--- src/verilog/tdl_defines.svh ---
`ifndef TDL_DEFINES_SVH
`define TDL_DEFINES_SVH

// Register offsets on the configuration port
`define TDL_ADDR_W             7
`define TDL_ADDR_DEV           7'h0E
`define TDL_ADDR_LOCK          7'h15
`define TDL_ADDR_ANALOG        7'h17
`define TDL_ADDR_SWING         7'h18

// Reset values
`define TDL_RST_DEV            8'hE8
`define TDL_RST_LOCK           8'h00
`define TDL_RST_ANALOG         8'h83
`define TDL_RST_SWING          8'hC1

// Readable bits; reserved bits read as zero
`define TDL_MASK_DEV           8'hFF
`define TDL_MASK_LOCK          8'hFF
`define TDL_MASK_ANALOG        8'h9F
`define TDL_MASK_SWING         8'hC7

// Deviation exponent offsets per band
`define TDL_DEV_OFS_LOW        5'h10
`define TDL_DEV_OFS_HIGH       5'h0F

// Lock pin selector codes
`define TDL_SEL_LOW            4'h0
`define TDL_SEL_HIGH           4'h1
`define TDL_SEL_STEADY         4'h2
`define TDL_SEL_MOMENT         4'h3
`define TDL_SEL_CALDONE        4'h5
`define TDL_SEL_XOSC           4'h7
`define TDL_SEL_REFCLK         4'h8
`define TDL_SEL_PRE            4'hB
`define TDL_SEL_SD             4'hC
`define TDL_SEL_MODEM          4'hD
`define TDL_SEL_CALCMP         4'hE
`define TDL_SEL_FCMP           4'hF

// Lock window widths in prescaler cycles
`define TDL_WIN_NARROW         3'h2
`define TDL_WIN_WIDE           3'h4

// Lock and out-of-lock counter thresholds per accuracy code
`define TDL_LOCK_THR0          10'h07F
`define TDL_LOCK_THR1          10'h0FF
`define TDL_LOCK_THR2          10'h1FF
`define TDL_LOCK_THR3          10'h3FF
`define TDL_UNLOCK_THR0        10'h06F
`define TDL_UNLOCK_THR1        10'h0EF
`define TDL_UNLOCK_THR2        10'h1EF
`define TDL_UNLOCK_THR3        10'h3EF

`endif

--- src/verilog/tdl_pkg.sv ---
package tdl_pkg;

	// Raw contents of the four configuration registers
	typedef struct packed {
		logic [7:0] dev;
		logic [7:0] lock;
		logic [7:0] analog;
		logic [7:0] swing;
	} tdl_regs_type;

	// Levels presented to the modulator
	typedef struct packed {
		logic              shaping_en;
		logic              ook_en;
		logic              high_band_sel;
		logic        [2:0] dev_exponent;
		logic        [3:0] dev_mantissa;
		logic signed [4:0] dev_pow2;
	} tdl_mod_ctrl_type;

	// Levels presented to the analog bias blocks
	typedef struct packed {
		logic       phase_det_long_delay;
		logic       pa_boost;
		logic [1:0] div_buff_current;
		logic [1:0] pre_swing;
		logic [2:0] tx_swing;
	} tdl_bias_ctrl_type;

	// Internal signals that may be routed to the lock pin
	typedef struct packed {
		logic crystal_osc_clk;
		logic ref_clk_lvl;
		logic prescaler_clk;
		logic sigma_delta_clk;
		logic modem_clk;
		logic osc_cal_comparator;
		logic freq_comparator;
		logic cal_complete;
	} tdl_pin_src_type;

	// Lock detector state
	typedef struct packed {
		logic [9:0] cnt;
		logic       lock_ind_steady;
		logic       lock_ind_momentary;
	} tdl_lock_state_type;

	// Top-level state
	typedef struct packed {
		tdl_regs_type      regs;
		tdl_mod_ctrl_type  mod;
		tdl_bias_ctrl_type bias;
		logic              lock_pin;
		logic              rd_valid;
		logic [7:0]        rd_data;
	} tdl_top_state_type;

endpackage : tdl_pkg

--- src/verilog/tdl_lock_detect.sv ---
`timescale 1ns/1ps
`include "tdl_defines.svh"

module tdl_lock_detect (
	// Clock and reset
	input  wire logic       ref_clk,
	input  wire logic       sys_rst,
	// Phase comparison results
	input  wire logic       cmp_valid,
	input  wire logic [2:0] err_cycles,
	// Configuration levels
	input  wire logic       window_wide,
	input  wire logic       updown_mode,
	input  wire logic [1:0] accuracy,
	// Lock indications, active high here
	output logic            lock_ind_steady,
	output logic            lock_ind_momentary
);

	tdl_pkg::tdl_lock_state_type st_q;   // Registered state
	tdl_pkg::tdl_lock_state_type st_d;   // Next state
	logic [2:0]                  win;    // Window width in prescaler cycles
	logic [9:0]                  thr;    // Lock threshold
	logic [9:0]                  unl;    // Out-of-lock threshold
	logic                        hit;    // Comparison inside window

	// Next-state logic
	always_comb begin
		st_d = st_q;
		win  = window_wide ? `TDL_WIN_WIDE : `TDL_WIN_NARROW;
		case (accuracy)
			2'h0: begin
				thr = `TDL_LOCK_THR0;
				unl = `TDL_UNLOCK_THR0;
			end
			2'h1: begin
				thr = `TDL_LOCK_THR1;
				unl = `TDL_UNLOCK_THR1;
			end
			2'h2: begin
				thr = `TDL_LOCK_THR2;
				unl = `TDL_UNLOCK_THR2;
			end
			default: begin
				thr = `TDL_LOCK_THR3;
				unl = `TDL_UNLOCK_THR3;
			end
		endcase
		hit = err_cycles < win;
		if (cmp_valid) begin
			st_d.lock_ind_momentary = hit;
			if (hit) begin
				// Count up, saturating at the lock threshold
				st_d.cnt = (st_q.cnt >= thr) ? thr : st_q.cnt + 10'h001;
			end else if (updown_mode) begin
				// Up/down scheme: step down, floor at zero
				st_d.cnt = (st_q.cnt == 10'h000) ? 10'h000 : st_q.cnt - 10'h001;
			end else begin
				// Restart scheme: any miss clears the count
				st_d.cnt = 10'h000;
			end
			// Hysteresis between lock and out-of-lock levels
			if (st_d.cnt == thr) begin
				st_d.lock_ind_steady = 1'b1;
			end else if (st_d.cnt <= unl) begin
				st_d.lock_ind_steady = 1'b0;
			end
		end
	end

	// State register
	always_ff @(posedge ref_clk) begin
		if (sys_rst) begin
			st_q <= '0;
		end else begin
			st_q <= st_d;
		end
	end

	assign lock_ind_steady    = st_q.lock_ind_steady;
	assign lock_ind_momentary = st_q.lock_ind_momentary;
endmodule : tdl_lock_detect

--- src/verilog/tdl_config_regs.sv ---
`timescale 1ns/1ps
`include "tdl_defines.svh"

module tdl_config_regs (
	// Clock and reset
	input  wire logic                           ref_clk,
	input  wire logic                           sys_rst,
	// Configuration register port
	input  wire logic                           cfg_wr_en,
	input  wire logic                           cfg_rd_en,
	input  wire logic [`TDL_ADDR_W-1:0]         cfg_addr,
	input  wire logic [7:0]                     cfg_wr_data,
	output logic [7:0]                          cfg_rd_data,
	output logic                                cfg_rd_valid,
	// Synthesizer phase comparison results
	input  wire logic                           pd_cmp_valid,
	input  wire logic [2:0]                     pd_err_cycles,
	// Signals that may be routed to the lock pin
	input  wire tdl_pkg::tdl_pin_src_type       pin_src,
	// Control levels
	output tdl_pkg::tdl_mod_ctrl_type           mod_ctrl,
	output tdl_pkg::tdl_bias_ctrl_type          bias_ctrl,
	output logic                                lock_pin
);

	tdl_pkg::tdl_top_state_type st_q;          // Registered state
	tdl_pkg::tdl_top_state_type st_d;          // Next state
	logic                       lock_ind_steady;    // From lock detector
	logic                       lock_ind_momentary; // From lock detector
	logic [3:0]                 pin_sel;       // Current selector code

	// Lock detector steered by the lock register
	tdl_lock_detect tdl_lock_detect_inst (
		.ref_clk            (ref_clk),
		.sys_rst            (sys_rst),
		.cmp_valid          (pd_cmp_valid),
		.err_cycles         (pd_err_cycles),
		.window_wide        (st_q.regs.lock[3]),
		.updown_mode        (st_q.regs.lock[2]),
		.accuracy           (st_q.regs.lock[1:0]),
		.lock_ind_steady    (lock_ind_steady),
		.lock_ind_momentary (lock_ind_momentary)
	);

	assign pin_sel = st_q.regs.lock[7:4];

	// Register writes, decoded control levels, pin mux and read port
	always_comb begin
		st_d          = st_q;
		st_d.rd_valid = 1'b0;
		// Writes update only the addressed register; others hold
		if (cfg_wr_en) begin
			case (cfg_addr)
				`TDL_ADDR_DEV:    st_d.regs.dev    = cfg_wr_data;
				`TDL_ADDR_LOCK:   st_d.regs.lock   = cfg_wr_data;
				`TDL_ADDR_ANALOG: st_d.regs.analog = cfg_wr_data & `TDL_MASK_ANALOG;
				`TDL_ADDR_SWING:  st_d.regs.swing  = cfg_wr_data & `TDL_MASK_SWING;
				default:          st_d.regs        = st_q.regs;
			endcase
		end
		// Modulator levels follow the register contents
		st_d.mod.shaping_en    = st_d.regs.dev[7];
		st_d.mod.dev_exponent  = st_d.regs.dev[6:4];
		st_d.mod.dev_mantissa  = st_d.regs.dev[3:0];
		st_d.mod.ook_en        = st_d.regs.dev[3:0] == 4'h0;
		st_d.mod.high_band_sel = st_d.regs.analog[7];
		// Power-of-two scale of the deviation, per band offset
		st_d.mod.dev_pow2 = $signed({2'b00, st_d.regs.dev[6:4]} -
			(st_d.regs.analog[7] ? `TDL_DEV_OFS_HIGH : `TDL_DEV_OFS_LOW));
		// Analog bias levels
		st_d.bias.phase_det_long_delay = st_d.regs.analog[4];
		st_d.bias.pa_boost             = st_d.regs.analog[2];
		st_d.bias.div_buff_current     = st_d.regs.analog[1:0];
		st_d.bias.pre_swing            = st_d.regs.swing[7:6];
		st_d.bias.tx_swing             = st_d.regs.swing[2:0];
		// Lock pin selection; unused codes drive low
		case (pin_sel)
			`TDL_SEL_HIGH:    st_d.lock_pin = 1'b1;
			`TDL_SEL_STEADY:  st_d.lock_pin = ~lock_ind_steady;
			`TDL_SEL_MOMENT:  st_d.lock_pin = ~lock_ind_momentary;
			`TDL_SEL_CALDONE: st_d.lock_pin = ~pin_src.cal_complete;
			`TDL_SEL_XOSC:    st_d.lock_pin = pin_src.crystal_osc_clk;
			`TDL_SEL_REFCLK:  st_d.lock_pin = pin_src.ref_clk_lvl;
			`TDL_SEL_PRE:     st_d.lock_pin = pin_src.prescaler_clk;
			`TDL_SEL_SD:      st_d.lock_pin = pin_src.sigma_delta_clk;
			`TDL_SEL_MODEM:   st_d.lock_pin = pin_src.modem_clk;
			`TDL_SEL_CALCMP:  st_d.lock_pin = pin_src.osc_cal_comparator;
			`TDL_SEL_FCMP:    st_d.lock_pin = pin_src.freq_comparator;
			default:          st_d.lock_pin = 1'b0;
		endcase
		// Read port; unmapped addresses return zero
		if (cfg_rd_en) begin
			st_d.rd_valid = 1'b1;
			case (cfg_addr)
				`TDL_ADDR_DEV:    st_d.rd_data = st_q.regs.dev & `TDL_MASK_DEV;
				`TDL_ADDR_LOCK:   st_d.rd_data = st_q.regs.lock & `TDL_MASK_LOCK;
				`TDL_ADDR_ANALOG: st_d.rd_data = st_q.regs.analog & `TDL_MASK_ANALOG;
				`TDL_ADDR_SWING:  st_d.rd_data = st_q.regs.swing & `TDL_MASK_SWING;
				default:          st_d.rd_data = 8'h00;
			endcase
		end
	end

	// State register with synchronous reset to documented defaults
	always_ff @(posedge ref_clk) begin
		if (sys_rst) begin
			st_q.regs.dev                  <= `TDL_RST_DEV;
			st_q.regs.lock                 <= `TDL_RST_LOCK;
			st_q.regs.analog               <= `TDL_RST_ANALOG;
			st_q.regs.swing                <= `TDL_RST_SWING;
			st_q.mod.shaping_en            <= 1'b1;
			st_q.mod.ook_en                <= 1'b0;
			st_q.mod.high_band_sel         <= 1'b1;
			st_q.mod.dev_exponent          <= 3'h6;
			st_q.mod.dev_mantissa          <= 4'h8;
			st_q.mod.dev_pow2              <= 5'sh17;
			st_q.bias.phase_det_long_delay <= 1'b0;
			st_q.bias.pa_boost             <= 1'b0;
			st_q.bias.div_buff_current     <= 2'h3;
			st_q.bias.pre_swing            <= 2'h3;
			st_q.bias.tx_swing             <= 3'h1;
			st_q.lock_pin                  <= 1'b0;
			st_q.rd_valid                  <= 1'b0;
			st_q.rd_data                   <= 8'h00;
		end else begin
			st_q <= st_d;
		end
	end

	// Outputs straight from the state register
	assign mod_ctrl     = st_q.mod;
	assign bias_ctrl    = st_q.bias;
	assign lock_pin     = st_q.lock_pin;
	assign cfg_rd_data  = st_q.rd_data;
	assign cfg_rd_valid = st_q.rd_valid;
endmodule : tdl_config_regs

--- config.mk ---
export PLATFORM = sky130hd
export DESIGN_NAME = tdl_config_regs
export DESIGN_NICKNAME = d
export VERILOG_FILES = /design/src/verilog/tdl_pkg.sv /design/src/verilog/tdl_lock_detect.sv /design/src/verilog/tdl_config_regs.sv
export VERILOG_INCLUDE_DIRS = /design/src /design/src/verilog
export SDC_FILE = /design/constraint.sdc
export NUM_CORES = 1
export LEC_CHECK = 0
export ABC_AREA = 1
export BUFFER_PORTS_ARGS = -buffer_cell sky130_fd_sc_hd__buf_2
export CAP_MARGIN = 10
export CORE_MARGIN = 4
export CORE_UTILIZATION = 60
export DETAILED_ROUTE_END_ITERATION = 10
export PLACE_DENSITY = 0.95
export SYNTH_ARGS = -nofsm -noshare
export SYNTH_HDL_FRONTEND = slang
export SYNTH_SLANG_ARGS = --single-unit
--- constraint.sdc ---
create_clock -name ref_clk -period 7.6 [get_ports ref_clk]
set_clock_uncertainty 0.05 [all_clocks]
set_input_delay 1.52 -clock ref_clk [delete_from_list [all_inputs] [get_ports ref_clk]]
set_output_delay 1.52 -clock ref_clk [all_outputs]
set_load 0.02 [all_outputs]
==> summary by stage, run 1 <==
Routing
The number of detailed-routing iterations run before antenna repair is 5. The residual DRC count is 0. Detailed routing inserted a total of between 3000 and 4000 vias. After detailed routing, the number of vias per cell comes to ~5.7.

In the final routed layout, each cell accounts on average for ~15 um. After the first detailed-routing iteration, the DRC count stood at about 420. In this run the remaining antenna-violating nets after routing total 0. Summed over all layers, the routed wires come to around 8.5 mm.

Timing
The final hold violation count is 0. The highest clock rate is roughly 0.25 GHz. Setup repair after global routing left no endpoint under its margin. The shortest clock period the worst path allows after layout is approximately 4.0 ns. Dividing the final minimum period by the clock period gives 0.5238. In the final timing run, aggregate negative setup slack is 0 ns. The number of setup violations in the final report is 0. The number of pins exceeding their max-slew limit in the final report is 0.

The worst hold slack is between 0.4 and 0.5 ns. The tightest slew margin relative to the limit is 0.5480. For the pin with the worst max-slew slack, the measured transition is 0.6780 ns.

Synthesis
After synthesis, the netlist uses between 40 and 50 different library cells. The count of flip-flops with a built-in enable after synthesis is 0. The portion of synthesized area spent on multiplexers is 0.002936.

The dominant synthesized flop cell is sky130_fd_sc_hd__dfxtp_1. The post-synthesis instance area is roughly 0.0034 mm^2. Of the total synthesized cell area, the portion taken by AND, OR, NAND and NOR gates is 0.2837. By area, the combinational part of the netlist is dominated by simple AND/OR/NAND/NOR gates.

Each instance of the synthesized netlist takes up on average 7.133 um^2. Yosys printed 0 warnings. The adder-cell share of the synthesized area is 0.04991. The share of the yosys chip area belonging to registers is 0.3229. The parity-gate share of the synthesized area counting xor and xnor cells is 0.01798. Synthesis produced a netlist whose cell count is 478. Synthesis inferred 55 register bits.

The synthesized-area fraction occupied by ao, oa, aoi and oai cells was 0.1714. The number of nets in the synthesized netlist is about 520. In the synthesized netlist the async set-or-reset flop fraction comes to 0.

Clock network
The clock latency at the later pin of the worst-skew pair is between 0.3 and 0.4 ns. The buffer depth of the longest clock path is 2. Post-CTS repair changed the size of 0 cells. The H-tree depth is 2. TritonCTS built the clock tree.

The clock sink total is between 50 and 60. CTS placed an instance of sky130_fd_sc_hd__clkbuf_8 at the clock tree root. The number of CTS-inserted buffers is 5. The total setup buffers inserted after CTS is 0. The number of hold buffers added after cts is 0.

The clock transition at the registers of the reported paths is 0.11 ns.

Global route
The initial antenna violation count is 0. The most utilized layer in the global route result is met2. For met3 alone, demand over resource in global routing was 0.04167. The maximum number of pins on one net before global-route repair is 32. The met1 routing resource usage after global routing is 0.3072. In the global route stage, overall resource usage came out at 0.2463. The number of global-route vias before repair came to approximately 3100. Global routing finished with a remaining overflow of 0.

The routing usage on met2 is 0.4337. The global-route wire length before repair is approximately 14 mm.

Min path
The min-delay analysis places its worst path in the category flip-flop to flip-flop.

Placement
The placed cell count is 570. The congestion estimate from routability-driven global placement came to around 0.94. The post-detailed-placement half-perimeter wirelength is 6.558 mm. Buffers placed on the I/O ports in this run total between 60 and 70.

Die
The die area is just under 0.007 mm^2. The die height is roughly 83 um. The core region is approximately 0.0055 mm^2. The count of boundary I/O pins is between 60 and 70. The floorplan has 27 rows. For this configuration, the core starts out at a cell density of 0.6192. From left edge to right edge, the die measures about 83 um.

Layout
The area growth from synthesis to layout is 5.872%. The final-layout fill cell count is a little under 500. The final instance count without filler cells is about 580. In the final layout, the share of cells above drive strength 1 is 0.2016. The repair_antennas step left the layout with diodes totalling 0.

The number of nets in the final layout is between 500 and 600.

Worst setup path
The critical path data arrival time is approximately 4.1 ns. Across all register-to-register paths, the minimum setup slack is about 4.5 ns. The critical path is of the input pin to flip-flop type. For the worst setup path, the data required time is 7.74 ns. STA classifies the critical path endpoint as a flip-flop. The maximum net fanout on the critical path is 8. The worst setup path is launched from an input pin.

Status
The run finished with clean final reports.

Power and ir drop
The net load switching power is approximately 170 uW. Dividing total power by cell area gives a power density of between 150 and 200 mW/mm^2. The internal power summed over all cells is 391.2 uW. The analysis attributes to cell leakage a power of around 1.6 nW. Of the total power, the share spent switching nets is 0.3076. The clock network power share is 0.303.

The worst-case IR drop observed on VDD is roughly 0.14 mV. Of the total power, registers draw 0.534. The combinational share of power is 0.163.

Job
Across the run, the number of max-cap violations was 0.
[layout make-up]
| cell class | count | area, um^2 | area share |
|---|---|---|---|
| inverters | 57 | 214.0 | 0.05927 |
| clock inverters | 3 | 23.77 | 0.006586 |
| repair buffers | 63 | 315.3 | 0.08735 |
| multi-input cells | 323 | 1797 | 0.4977 |
| well taps | 72 | 90.09 | 0.02496 |
| flip-flops and latches | 55 | 1101 | 0.3050 |
| clock buffers | 5 | 68.82 | 0.01906 |
[critical path, cell delays in order]
cell and delay, ns:
sky130_fd_sc_hd__buf_2 0.10, sky130_fd_sc_hd__ha_1 0.30, sky130_fd_sc_hd__a21oi_1 0.57, sky130_fd_sc_hd__nand3_1 0.24
sky130_fd_sc_hd__o221ai_1 0.29, sky130_fd_sc_hd__ha_1 0.28, sky130_fd_sc_hd__nand2_1 0.08, sky130_fd_sc_hd__inv_1 0.04
sky130_fd_sc_hd__a221oi_1 0.30, sky130_fd_sc_hd__o21ai_1 0.13, sky130_fd_sc_hd__nand2_1 0.09, sky130_fd_sc_hd__nand2_1 0.06
sky130_fd_sc_hd__nand2_1 0.07, sky130_fd_sc_hd__a21oi_2 0.06
[power groups by stage]
stage,registers [mW],clock network (mW),logic (mW)
after global placement,0.308,0,0.0857
after detailed placement,0.308,0,0.0890
after CTS,0.302,0.173,0.0898
final,0.302,0.171,0.0922
after floorplan,0.305,0,0.0682
after global routing,0.303,0.186,0.101
[cells by family (layout without fill, tap and decap cells)]
group                    after synthesis  after routing
buffers and inverters                100            128
AND/OR/NAND/NOR                      200            200
other                                  1              1
adder cells (fa/ha/maj)               13             13
flip-flops                            55             55
multiplexers                           1              1
XOR/XNOR                               7              7
AO/OA/AOI/OAI                        101            101
[sequential cells by signal, indices dropped and copies added (netlist names)]
name	count
lock_pin	1
tdl_lock_detect_inst.lock_ind_momentary	1
st_q	23
tdl_lock_detect_inst.lock_ind_steady	1
pin_sel	4
cfg_rd_data	8
tdl_lock_detect_inst.st_q	10
cfg_rd_valid	1
mod_ctrl	6
[synthesized netlist by cell type (2+ instances only)]
library cell / number / area [um^2]
sky130_fd_sc_hd__xnor2_1: 2 / 17.52
sky130_fd_sc_hd__nor2_4: 4 / 45.04
sky130_fd_sc_hd__ha_1: 12 / 150.1
sky130_fd_sc_hd__buf_4: 34 / 255.2
sky130_fd_sc_hd__inv_1: 53 / 198.9
sky130_fd_sc_hd__nand2_1: 107 / 401.6
sky130_fd_sc_hd__o21ai_0: 30 / 150.1
sky130_fd_sc_hd__nand2_4: 5 / 56.30
sky130_fd_sc_hd__xor2_1: 5 / 43.79
sky130_fd_sc_hd__nand2_2: 7 / 43.79
sky130_fd_sc_hd__dfxtp_1: 55 / 1101
sky130_fd_sc_hd__o22ai_1: 2 / 12.51
sky130_fd_sc_hd__o221ai_1: 2 / 17.52
sky130_fd_sc_hd__clkbuf_1: 7 / 26.28
sky130_fd_sc_hd__o211ai_1: 8 / 60.06
sky130_fd_sc_hd__nor2_2: 3 / 18.77
sky130_fd_sc_hd__nand3_1: 22 / 110.1
sky130_fd_sc_hd__nor4_1: 2 / 12.51
sky130_fd_sc_hd__nand4_1: 5 / 31.28
sky130_fd_sc_hd__a22o_1: 3 / 26.28
sky130_fd_sc_hd__inv_2: 3 / 11.26
sky130_fd_sc_hd__nor2_1: 34 / 127.6
sky130_fd_sc_hd__nor3_2: 2 / 20.02
sky130_fd_sc_hd__o21ai_1: 5 / 25.02
sky130_fd_sc_hd__a211oi_1: 3 / 22.52
sky130_fd_sc_hd__a221oi_1: 2 / 17.52
sky130_fd_sc_hd__a31oi_1: 2 / 12.51
sky130_fd_sc_hd__a21oi_1: 38 / 190.2
[stage by stage]
| stage | util | total power [mW] | setup WS [ns] | cell area [um^2] |
|---|---|---|---|---|
| after floorplan | - | 0.3728 | 4.022 | 3410 |
| after global placement | 0.6387 | 0.3935 | 3.458 | 3517 |
| after detailed placement | 0.6387 | 0.3971 | 3.332 | 3517 |
| after CTS | 0.6555 | 0.5648 | 3.666 | 3610 |
| after global routing | 0.6555 | 0.5905 | 3.403 | 3610 |
| final | 0.6555 | 0.5650 | 3.619 | 3610 |
[layer usage]
layer / share of wire / vias up
met5: 0 / -
met4: 0.018 / 0
met3: 0.091 / 20
met2: 0.48 / 181
met1: 0.41 / 1505
li1: - / 1592
[cell usage in the layout, fill, tap and decap left out, drive strengths merged, types with 3 or more instances in the layout]
| cell | synthesis | layout |
|---|---|---|
| a211oi | 3 | 3 |
| a21oi | 39 | 39 |
| a22o | 3 | 3 |
| buf | 36 | 63 |
| clkbuf | 7 | 5 |
| dfxtp | 55 | 55 |
| ha | 12 | 12 |
| inv | 56 | 57 |
| nand2 | 119 | 119 |
| nand3 | 23 | 23 |
| nand4 | 6 | 6 |
| nor2 | 41 | 41 |
| nor3 | 4 | 4 |
| nor4 | 3 | 3 |
| o211ai | 8 | 8 |
| o21ai | 36 | 36 |
| xor2 | 5 | 5 |
[worst paths after layout]
check	cells past startpoint	startpoint	end
max	14	pd_err_cycles[2]	tdl_lock_detect_inst.lock_ind_steady
min	2	cfg_rd_data[1]	cfg_rd_data[1]
max reg2reg	14	st_q[53]	tdl_lock_detect_inst.lock_ind_steady
min reg2reg	2	cfg_rd_data[1]	cfg_rd_data[1]
No activity file was read; power rests on OpenSTA's default activity.
==> run 2, diff against run 1 <==
ABC_AREA = 0   (was 1)
CORE_UTILIZATION = 55   (was 60)
PLACE_DENSITY = 0.92   (was 0.95)
clock period = 4 ns   (was 7.6 ns; I/O delays follow)
==> run 2 against run 1 <==
Compared with the run above:
- power rose by 89%
- global-route usage fell by 1.7 points
- register-to-register slack got worse by 3.8 ns
- non-clock buffer count rose by 5
- critical path depth fell by 2
- sequential power rose by 89%
- synthesized area fell by 3.9%
- clock power rose by 98%
- largest power group unchanged
==> summary by stage, run 2 <==
Status
The run finished with clean final reports.

Worst setup path
The worst setup path is captured at a flip-flop. Among cell families on the critical path, the largest total delay comes from compound AO/OA/AOI/OAI gates. The critical path goes through inv_1 -> ha_1 -> a21o_1 -> a21oi_1 -> nand2_1 -> o211ai_1 -> nand2_1 -> ha_1 -> nand3_1 -> nor4_2 -> a311o_1 -> a31oi_1. The slowest stage of the critical path belongs to the cell sky130_fd_sc_hd__dfxtp_1. The nature of the critical path startpoint is a flip-flop.

The maximum net fanout on the critical path is 8 (unchanged). The critical path data required time is 4.11 ns (-3.63 ns). The critical path buffer and inverter count came to 1 (-1). The maximum single-stage delay on the critical path is 0.43 ns (-0.14 ns).

The critical path is of the flip-flop to flip-flop type. The critical path data arrival time is 3.43 ns (-0.70 ns).

Timing
The tightest slew margin relative to the limit was 0.3745 (-0.1735). For the finished layout, the period the worst path requires is between 3 and 4 ns. The highest clock rate is between 0.3 and 0.4 GHz. The number of setup violations in the final report was 0 (unchanged). Setup repair after global routing left no endpoint under its margin.

The sum of negative setup slack came to 0 ns (unchanged). The worst hold slack is 0.4360 ns (+0.01543 ns). The worst path setup slack after routing is 0.6816 ns (-2.937 ns). The measured slew at the worst slew-check pin was 0.9382 ns (+0.2602 ns). The final hold violation count is 0 (unchanged). The number of pins exceeding their max-slew limit in the final report is 0 (unchanged). In the finished design, the share of the clock period the worst path needs comes to 0.8296.

Die
The die height is 85.20 um (+2.2%). The die outline width was 85.20 um (+2.2%). The total core area is 0.005642 mm^2 (+2.5%). The count of boundary I/O pins is 65 (unchanged). The number of core rows is 27 (unchanged). The starting density of the core is 0.5811 (-0.03812). The die area is 0.007259 mm^2 (+4.4%).

Synthesis
The post-synthesis average cell area is 7.957 um^2 (+12%). The post-synthesis instance area is 0.003278 mm^2 (-3.9%). The dominant synthesized flop cell is sky130_fd_sc_hd__dfxtp_1. The share of async-settable or async-resettable flops after synthesis came to 0 (unchanged). The most frequent cell after synthesis is sky130_fd_sc_hd__dfxtp_1. The synthesized instance count is 412 (-14%).

The adder-cell share of the synthesized area is 0.05191 (+0.002000). By area the synthesized netlist is led by sky130_fd_sc_hd__dfxtp_1 34%, sky130_fd_sc_hd__a21oi_1 7.6%, sky130_fd_sc_hd__buf_4 7.3%, sky130_fd_sc_hd__ha_1 4.6%, sky130_fd_sc_hd__nor2_1 4.6%. The simple-gate area share of the yosys netlist came to 0.2302 (-0.05352). The count of flip-flops with a built-in enable after synthesis is 0 (unchanged).

The synthesized-area fraction occupied by ao, oa, aoi and oai cells is 0.2088 (+0.03740). Ranked by instance count, the synthesized netlist is headed by 55 x sky130_fd_sc_hd__dfxtp_1, 50 x sky130_fd_sc_hd__a21oi_1, 40 x sky130_fd_sc_hd__nor2_1. The proportion of synthesized area in mux cells is 0.02634 (+0.02340). The count of warnings emitted by yosys was 0 (unchanged). The parity-gate share of the synthesized area counting xor and xnor cells is 0.02405 (+0.006064). The synthesized design spends more area on one cell type than any other, namely sky130_fd_sc_hd__dfxtp_1.

The unique cell type count in the Yosys netlist is 60 (+22%). The share of the yosys chip area belonging to registers came to 0.3359 (+0.01294). The area share of the leading cell type in the synthesized netlist is 0.3359 (+0.01294). The number of nets in the synthesized netlist is 456 (-13%). The flip-flop and latch count after synthesis was 55 (unchanged).

The largest family of logic cells by synthesized area is simple AND/OR/NAND/NOR gates.

Clock network
The total setup buffers inserted after CTS was 0 (unchanged). The TritonCTS clock tree is done. The buffer depth of the longest clock path is 2 (unchanged). The clock latency at the later pin of the worst-skew pair is 0.32 ns (about the same). The clock sink total is 55 (unchanged). The post-cts resize count was 0 (unchanged). The number of CTS-inserted buffers came to 5 (unchanged).

The H-tree depth came to 2 (unchanged). The clock transition at the registers of the reported paths is 0.11 ns (about the same). The number of hold buffers added after cts is 0 (unchanged). In this run the clock root is driven by a sky130_fd_sc_hd__clkbuf_8.

Layout
The number of nets in the final layout came to 474 (-14%). More flip-flops sit in one register than any other, and that register is st_q. The library cells used most frequently in the layout, excluding fill and tap cells, are 63 x sky130_fd_sc_hd__buf_2, 55 x sky130_fd_sc_hd__dfxtp_1, 50 x sky130_fd_sc_hd__a21oi_1. The total inserted antenna cells is 0 (unchanged). The final-layout fill cell count is 480 (-3.0%). The share of final-layout standard cells stronger than drive strength 1 is 0.2181 (+0.01652). The number of flip-flops in the largest register came to 23 (unchanged). The final instance count without filler cells is 503 (-13%). Leaving out fill and tap cells, the most frequent cell in the layout is sky130_fd_sc_hd__buf_2. Compared with the post-synthesis result, the final layout area differs by 5.992%.

Placement
The placed cell count is 495 (-13%). The worst setup slack before clock tree synthesis is 0.5644 ns (-2.768 ns). The quantity of I/O buffers inserted on ports is 63 (unchanged).

The post-detailed-placement half-perimeter wirelength is 5.949 mm (-9.3%). The final RePlAce weighted congestion is 0.8960 (-4.7%).

Global route
The remaining global-route overflow is 0 (unchanged). The global-route wire length before repair came to 13.71 mm (-2.6%). The global router's overall resource usage is 0.2292 (-0.01710). The initial antenna violation count is 0 (unchanged).

The number of global-route vias before repair is 2899 (-5.5%). The maximum number of pins on one net before global-route repair is 54 (+69%).

Power and ir drop
The peak supply drop came to 0.1850 mV (+29%). The post-route total power came to 1.069 mW (+89%). The power per cell area came to 307.7 mW/mm^2 (+97%). The leakage component of the power was 1.385 nW (-15%).

Routing
The total wire length is 8.081 mm (-5.5%). The number of design-rule violations left by the first detailed-router iteration was 292 (-30%). The antenna violation net count after detailed routing came to 0 (unchanged). The final routed wire length divided by cell count is 16.07 um (+8.6%). The average vias per placed instance is 6.058 (+6.2%).

The residual DRC count was 0 (unchanged). The number of detailed-routing iterations run before antenna repair is 5 (unchanged). The total via count after detailed routing is 3047 (-7.6%).

Min path
The worst min-delay path category is flip-flop to flip-flop.

Job
The number of violations of the max-capacitance limit is 0 (unchanged).
[run 2: cell types whose count changed after synthesis, moves of 6 or more]
cell                       before  now
sky130_fd_sc_hd__nor2_1        34   40
sky130_fd_sc_hd__nand2_2        7    0
sky130_fd_sc_hd__a21oi_1       38   50
sky130_fd_sc_hd__and3_1         0   11
sky130_fd_sc_hd__o211ai_1       8    2
sky130_fd_sc_hd__o21ai_0       30    8
sky130_fd_sc_hd__a211o_1        0    8
sky130_fd_sc_hd__nor3_1         1    9
sky130_fd_sc_hd__clkbuf_1       7   19
sky130_fd_sc_hd__nand2b_1       0    6
sky130_fd_sc_hd__a22oi_1        1    9
sky130_fd_sc_hd__inv_1         53   13
sky130_fd_sc_hd__nand2_1      107   37
[run 2: worst reg2reg max path, cell delays in order (launching register included)]
cell	delay, ns
sky130_fd_sc_hd__dfxtp_1	0.43
sky130_fd_sc_hd__inv_1	0.09
sky130_fd_sc_hd__ha_1	0.32
sky130_fd_sc_hd__a21o_1	0.18
sky130_fd_sc_hd__a21oi_1	0.40
sky130_fd_sc_hd__nand2_1	0.32
sky130_fd_sc_hd__o211ai_1	0.31
sky130_fd_sc_hd__nand2_1	0.09
sky130_fd_sc_hd__ha_1	0.31
sky130_fd_sc_hd__nand3_1	0.10
sky130_fd_sc_hd__nor4_2	0.25
sky130_fd_sc_hd__a311o_1	0.23
sky130_fd_sc_hd__a31oi_1	0.08
[run 2: logic make-up after synthesis]
kind of cell	Yosys count
other	1
buffers and inverters	71
XOR/XNOR	9
multiplexers	7
adder cells (fa/ha/maj)	13
flip-flops	55
AND/OR/NAND/NOR	150
AO/OA/AOI/OAI	106
[run 2: final cells by class]
cell class              count  area [um^2]  area share
clock inverters             2        17.52    0.005041
clock buffers               6        82.58     0.02377
multi-input cells         286         1778      0.5117
well taps                  72        90.09     0.02593
inverters                  14        52.55     0.01512
flip-flops and latches     55         1101      0.3169
repair buffers             68        352.8      0.1015
[run 2: worst paths after layout]
kind | slack (ns) | to | cells after the start | start
setup / recovery | 0.68 | tdl_lock_detect_inst.lock_ind_steady | 12 | st_q[51]
hold / removal | 0.44 | st_q[45] | 2 | st_q[45]
setup reg to reg | 0.68 | tdl_lock_detect_inst.lock_ind_steady | 12 | st_q[51]
hold reg to reg | 0.44 | st_q[45] | 2 | st_q[45]
[run 2: report_power, final]
part | switching (mW) | leakage (nW) | internal, mW
registers | 0.0163 | 0.446 | 0.556
clock network | 0.193 | 0.0522 | 0.145
logic | 0.0922 | 0.887 | 0.0666
total | 0.301 | 1.38 | 0.768
[run 2: routing by layer]
layer  vias up  global-route usage  part of all wire
met5         -                   0                 0
met4         0             0.09496             0.019
met3        15             0.05243             0.085
met2       134              0.3672              0.47
met1      1428              0.2956              0.42
li1       1470                   -                 -
[run 2: per-stage QoR]
step                instance area [um^2]  utilization
floorplan                           3278            -
global placement                    3374       0.5981
detailed placement                  3374       0.5981
CTS                                 3475       0.6159
global route                        3475       0.6159
finish                              3475       0.6159
==> run 3, diff against run 2 <==
CORE_UTILIZATION = 50   (was 55)
PLACE_DENSITY = 0.88   (was 0.92)
clock period = 3 ns   (was 4 ns; I/O delays follow)
==> run 3 against run 2 <==
Compared with the run above:
- clock-buffer cell count shrank 1
- die area grew 9.0%
- via count grew 8.7%
- largest cell class unchanged
- fmax grew 14%
- global-route usage shrank 0.99 points
- register-to-register slack lost 0.59 ns
- combinational power grew 94%
- worst hold slack lost 0.0078 ns
- critical path depth is the same
- sequential cell count is the same
- first-iteration DRC count grew 45%
==> summary by stage, run 3 (same netlist as run 2, synthesis figures left out) <==
Layout
The library cells used most frequently in the layout, excluding fill and tap cells, are 63 x sky130_fd_sc_hd__buf_2, 51 x sky130_fd_sc_hd__dfxtp_1, 47 x sky130_fd_sc_hd__a21oi_1. The multi-input gate area in the final layout is 0.001961 mm^2 (+10%). The share of final-layout standard cells stronger than drive strength 1 was 0.3232 (+0.1051). The area taken by flip-flops and latches is 0.001114 mm^2 (+1.1%).

From synthesis to final layout, the design area changed by 19.27%. The area of all placed cells without fillers is 0.003910 mm^2 (+13%). The final cell utilization of the core came to 0.6158 (about the same).

The total inserted antenna cells is 0 (unchanged). The number of nets in the final layout came to 504 (+6.3%). The final-layout fill cell count is 486 (+1.3%).

More flip-flops sit in one register than any other, and that register is st_q. The commonest non-fill, non-tap cell in the layout is sky130_fd_sc_hd__buf_2. The number of flip-flops in the largest register was 23 (unchanged).

Routing
The antenna violation net count after detailed routing is 0 (unchanged). The total via count after detailed routing is 3312 (+8.7%). The residual DRC count came to 0 (unchanged). The total wire length is 9.228 mm (+14%). The number of design-rule violations left by the first detailed-router iteration was 424 (+45%). The number of detailed-routing iterations run before antenna repair is 7 (+2). The average vias per placed instance is 6.156 (+1.6%). The final routed wire length divided by cell count is 17.15 um (+6.8%).

Clock network
The clock sink total is 55 (unchanged). The H-tree depth is 2 (unchanged). The number of hold buffers added after cts is 0 (unchanged).

The cell sitting at the root of the clock tree is a sky130_fd_sc_hd__clkbuf_8. The number of CTS-inserted buffers came to 5 (unchanged). The clock latency at the later pin of the worst-skew pair is 0.33 ns (about the same).

The buffer depth of the longest clock path is 2 (unchanged). TritonCTS built the clock tree. The clock transition at the registers of the reported paths came to 0.11 ns (about the same).

Die
The number of core rows is 29 (+7.4%). The total core area was 0.006350 mm^2 (+13%). The die height was 88.97 um (+4.4%). The die outline width is 88.97 um (+4.4%).

The count of boundary I/O pins is 65 (unchanged). The starting density of the core is 0.5163 (-0.06480). The die area came to 0.007916 mm^2 (+9.0%).

Global route
The global router's overall resource usage is 0.2192 (-0.009935). The number of global-route vias before repair is 2917 (+0.62%). The maximum number of pins on one net before global-route repair came to 45 (-17%). The remaining global-route overflow came to 0 (unchanged). The global-route wire length before repair is 13.85 mm (+1.0%). The initial antenna violation count is 0 (unchanged).

Timing
The highest clock rate is 0.3433 GHz (+14%). The tightest slew margin relative to the limit came to 0.4700 (+0.09544). The number of pins exceeding their max-slew limit in the final report is 0 (unchanged). The final worst-path cycle share is 0.9709 (+0.1413).

The worst hold slack came to 0.4282 ns (-0.007839 ns). The shortest clock period the worst path allows after layout is 2.913 ns (-0.4056 ns). The number of setup violations in the final report is 0 (unchanged). The measured slew at the worst slew-check pin is 0.7950 ns (-0.1432 ns).

The sum of negative setup slack is 0 ns (unchanged). The final hold violation count was 0 (unchanged).

Power and ir drop
The leakage component of the power is 1.589 nW (+15%). The power per cell area was 386.4 mW/mm^2 (+26%). The peak supply drop is 0.3090 mV (+67%).

Placement
The post-detailed-placement half-perimeter wirelength is 6.238 mm (+4.8%). The quantity of I/O buffers inserted on ports came to 63 (unchanged). The final RePlAce weighted congestion is 0.9339 (+4.2%).

The instance area at placement came to 0.003546 mm^2 (+5.1%).

Job
The number of violations of the max-capacitance limit is 0 (unchanged).

Worst setup path
STA classifies the critical path endpoint as a flip-flop. The nature of the critical path startpoint is a flip-flop. The critical path data arrival time came to 3.03 ns (-0.40 ns). The reg-to-reg setup timing slack is 0.09 ns (-0.59 ns). The maximum net fanout on the critical path is 6 (-2). The critical path data required time came to 3.12 ns (-0.99 ns).

The path type of the worst setup path is flip-flop to flip-flop.

Min path
The worst min-delay path category is flip-flop to flip-flop.

Status
The flow ran to the end, and the final reports show no timing, DRC or antenna violations.
run 3: layer usage:
layer  routed length [um]  GRT usage
met3                  837    0.02949
met5                    0          0
met4                  306    0.06495
met1                 3627     0.2878
met2                 4457     0.3758
run 3: worst paths after layout:
check                               from                                   end  cells after the start
worst max-delay path            st_q[51]  tdl_lock_detect_inst.lock_ind_steady                     12
worst min-delay path            st_q[45]                              st_q[45]                      2
worst min register to register  st_q[45]                              st_q[45]                      2
worst max register to register  st_q[51]  tdl_lock_detect_inst.lock_ind_steady                     12
run 3: worst max-delay path, stage by stage (launching register included):
cell	delay [ns]
sky130_fd_sc_hd__dfxtp_4	0.43
sky130_fd_sc_hd__nand2_4	0.08
sky130_fd_sc_hd__ha_4	0.27
sky130_fd_sc_hd__nand3_2	0.07
sky130_fd_sc_hd__or3_4	0.41
sky130_fd_sc_hd__and2_4	0.17
sky130_fd_sc_hd__a21oi_4	0.14
sky130_fd_sc_hd__o22ai_2	0.09
sky130_fd_sc_hd__ha_1	0.39
sky130_fd_sc_hd__nand3_4	0.10
sky130_fd_sc_hd__nor4_4	0.26
sky130_fd_sc_hd__a311o_1	0.21
sky130_fd_sc_hd__a31oi_1	0.08
run 3: layout make-up:
class                   instances  area share
multi-input cells             286      0.5014
clock buffers                   5     0.01760
repair buffers                 98      0.1488
inverters                      14     0.01408
well taps                      77     0.02464
clock inverters                 3    0.008640
flip-flops and latches         55      0.2848
run 3: per-stage QoR:
stage | power, mW | std cells | worst slack, ns
floorplan | 0.9321 | 412 | 0.2403
global placement | 1.005 | 522 | 0.06863
detailed placement | 1.009 | 522 | 0.004150
CTS | 1.452 | 530 | 0.01169
global route | 1.579 | 538 | -0.03293
finish | 1.511 | 538 | 0.08721
run 3: where the power goes:
| group | internal (mW) | switching, mW | leakage [nW] |
|---|---|---|---|
| sequential | 0.740 | 0.0132 | 0.449 |
| clock | 0.176 | 0.273 | 0.0515 |
| combinational | 0.142 | 0.167 | 1.09 |
run 3: repair_timing:
| item | in CTS | in global routing |
|---|---|---|
| cloned | 0 | 0 |
| pin swaps | 0 | 21 |
| setup endpoints to repair | 1 | 1 |
| setup buffers | 0 | 8 |
| gates resized for setup | 4 | 36 |
| hold endpoints to repair | 0 | 0 |
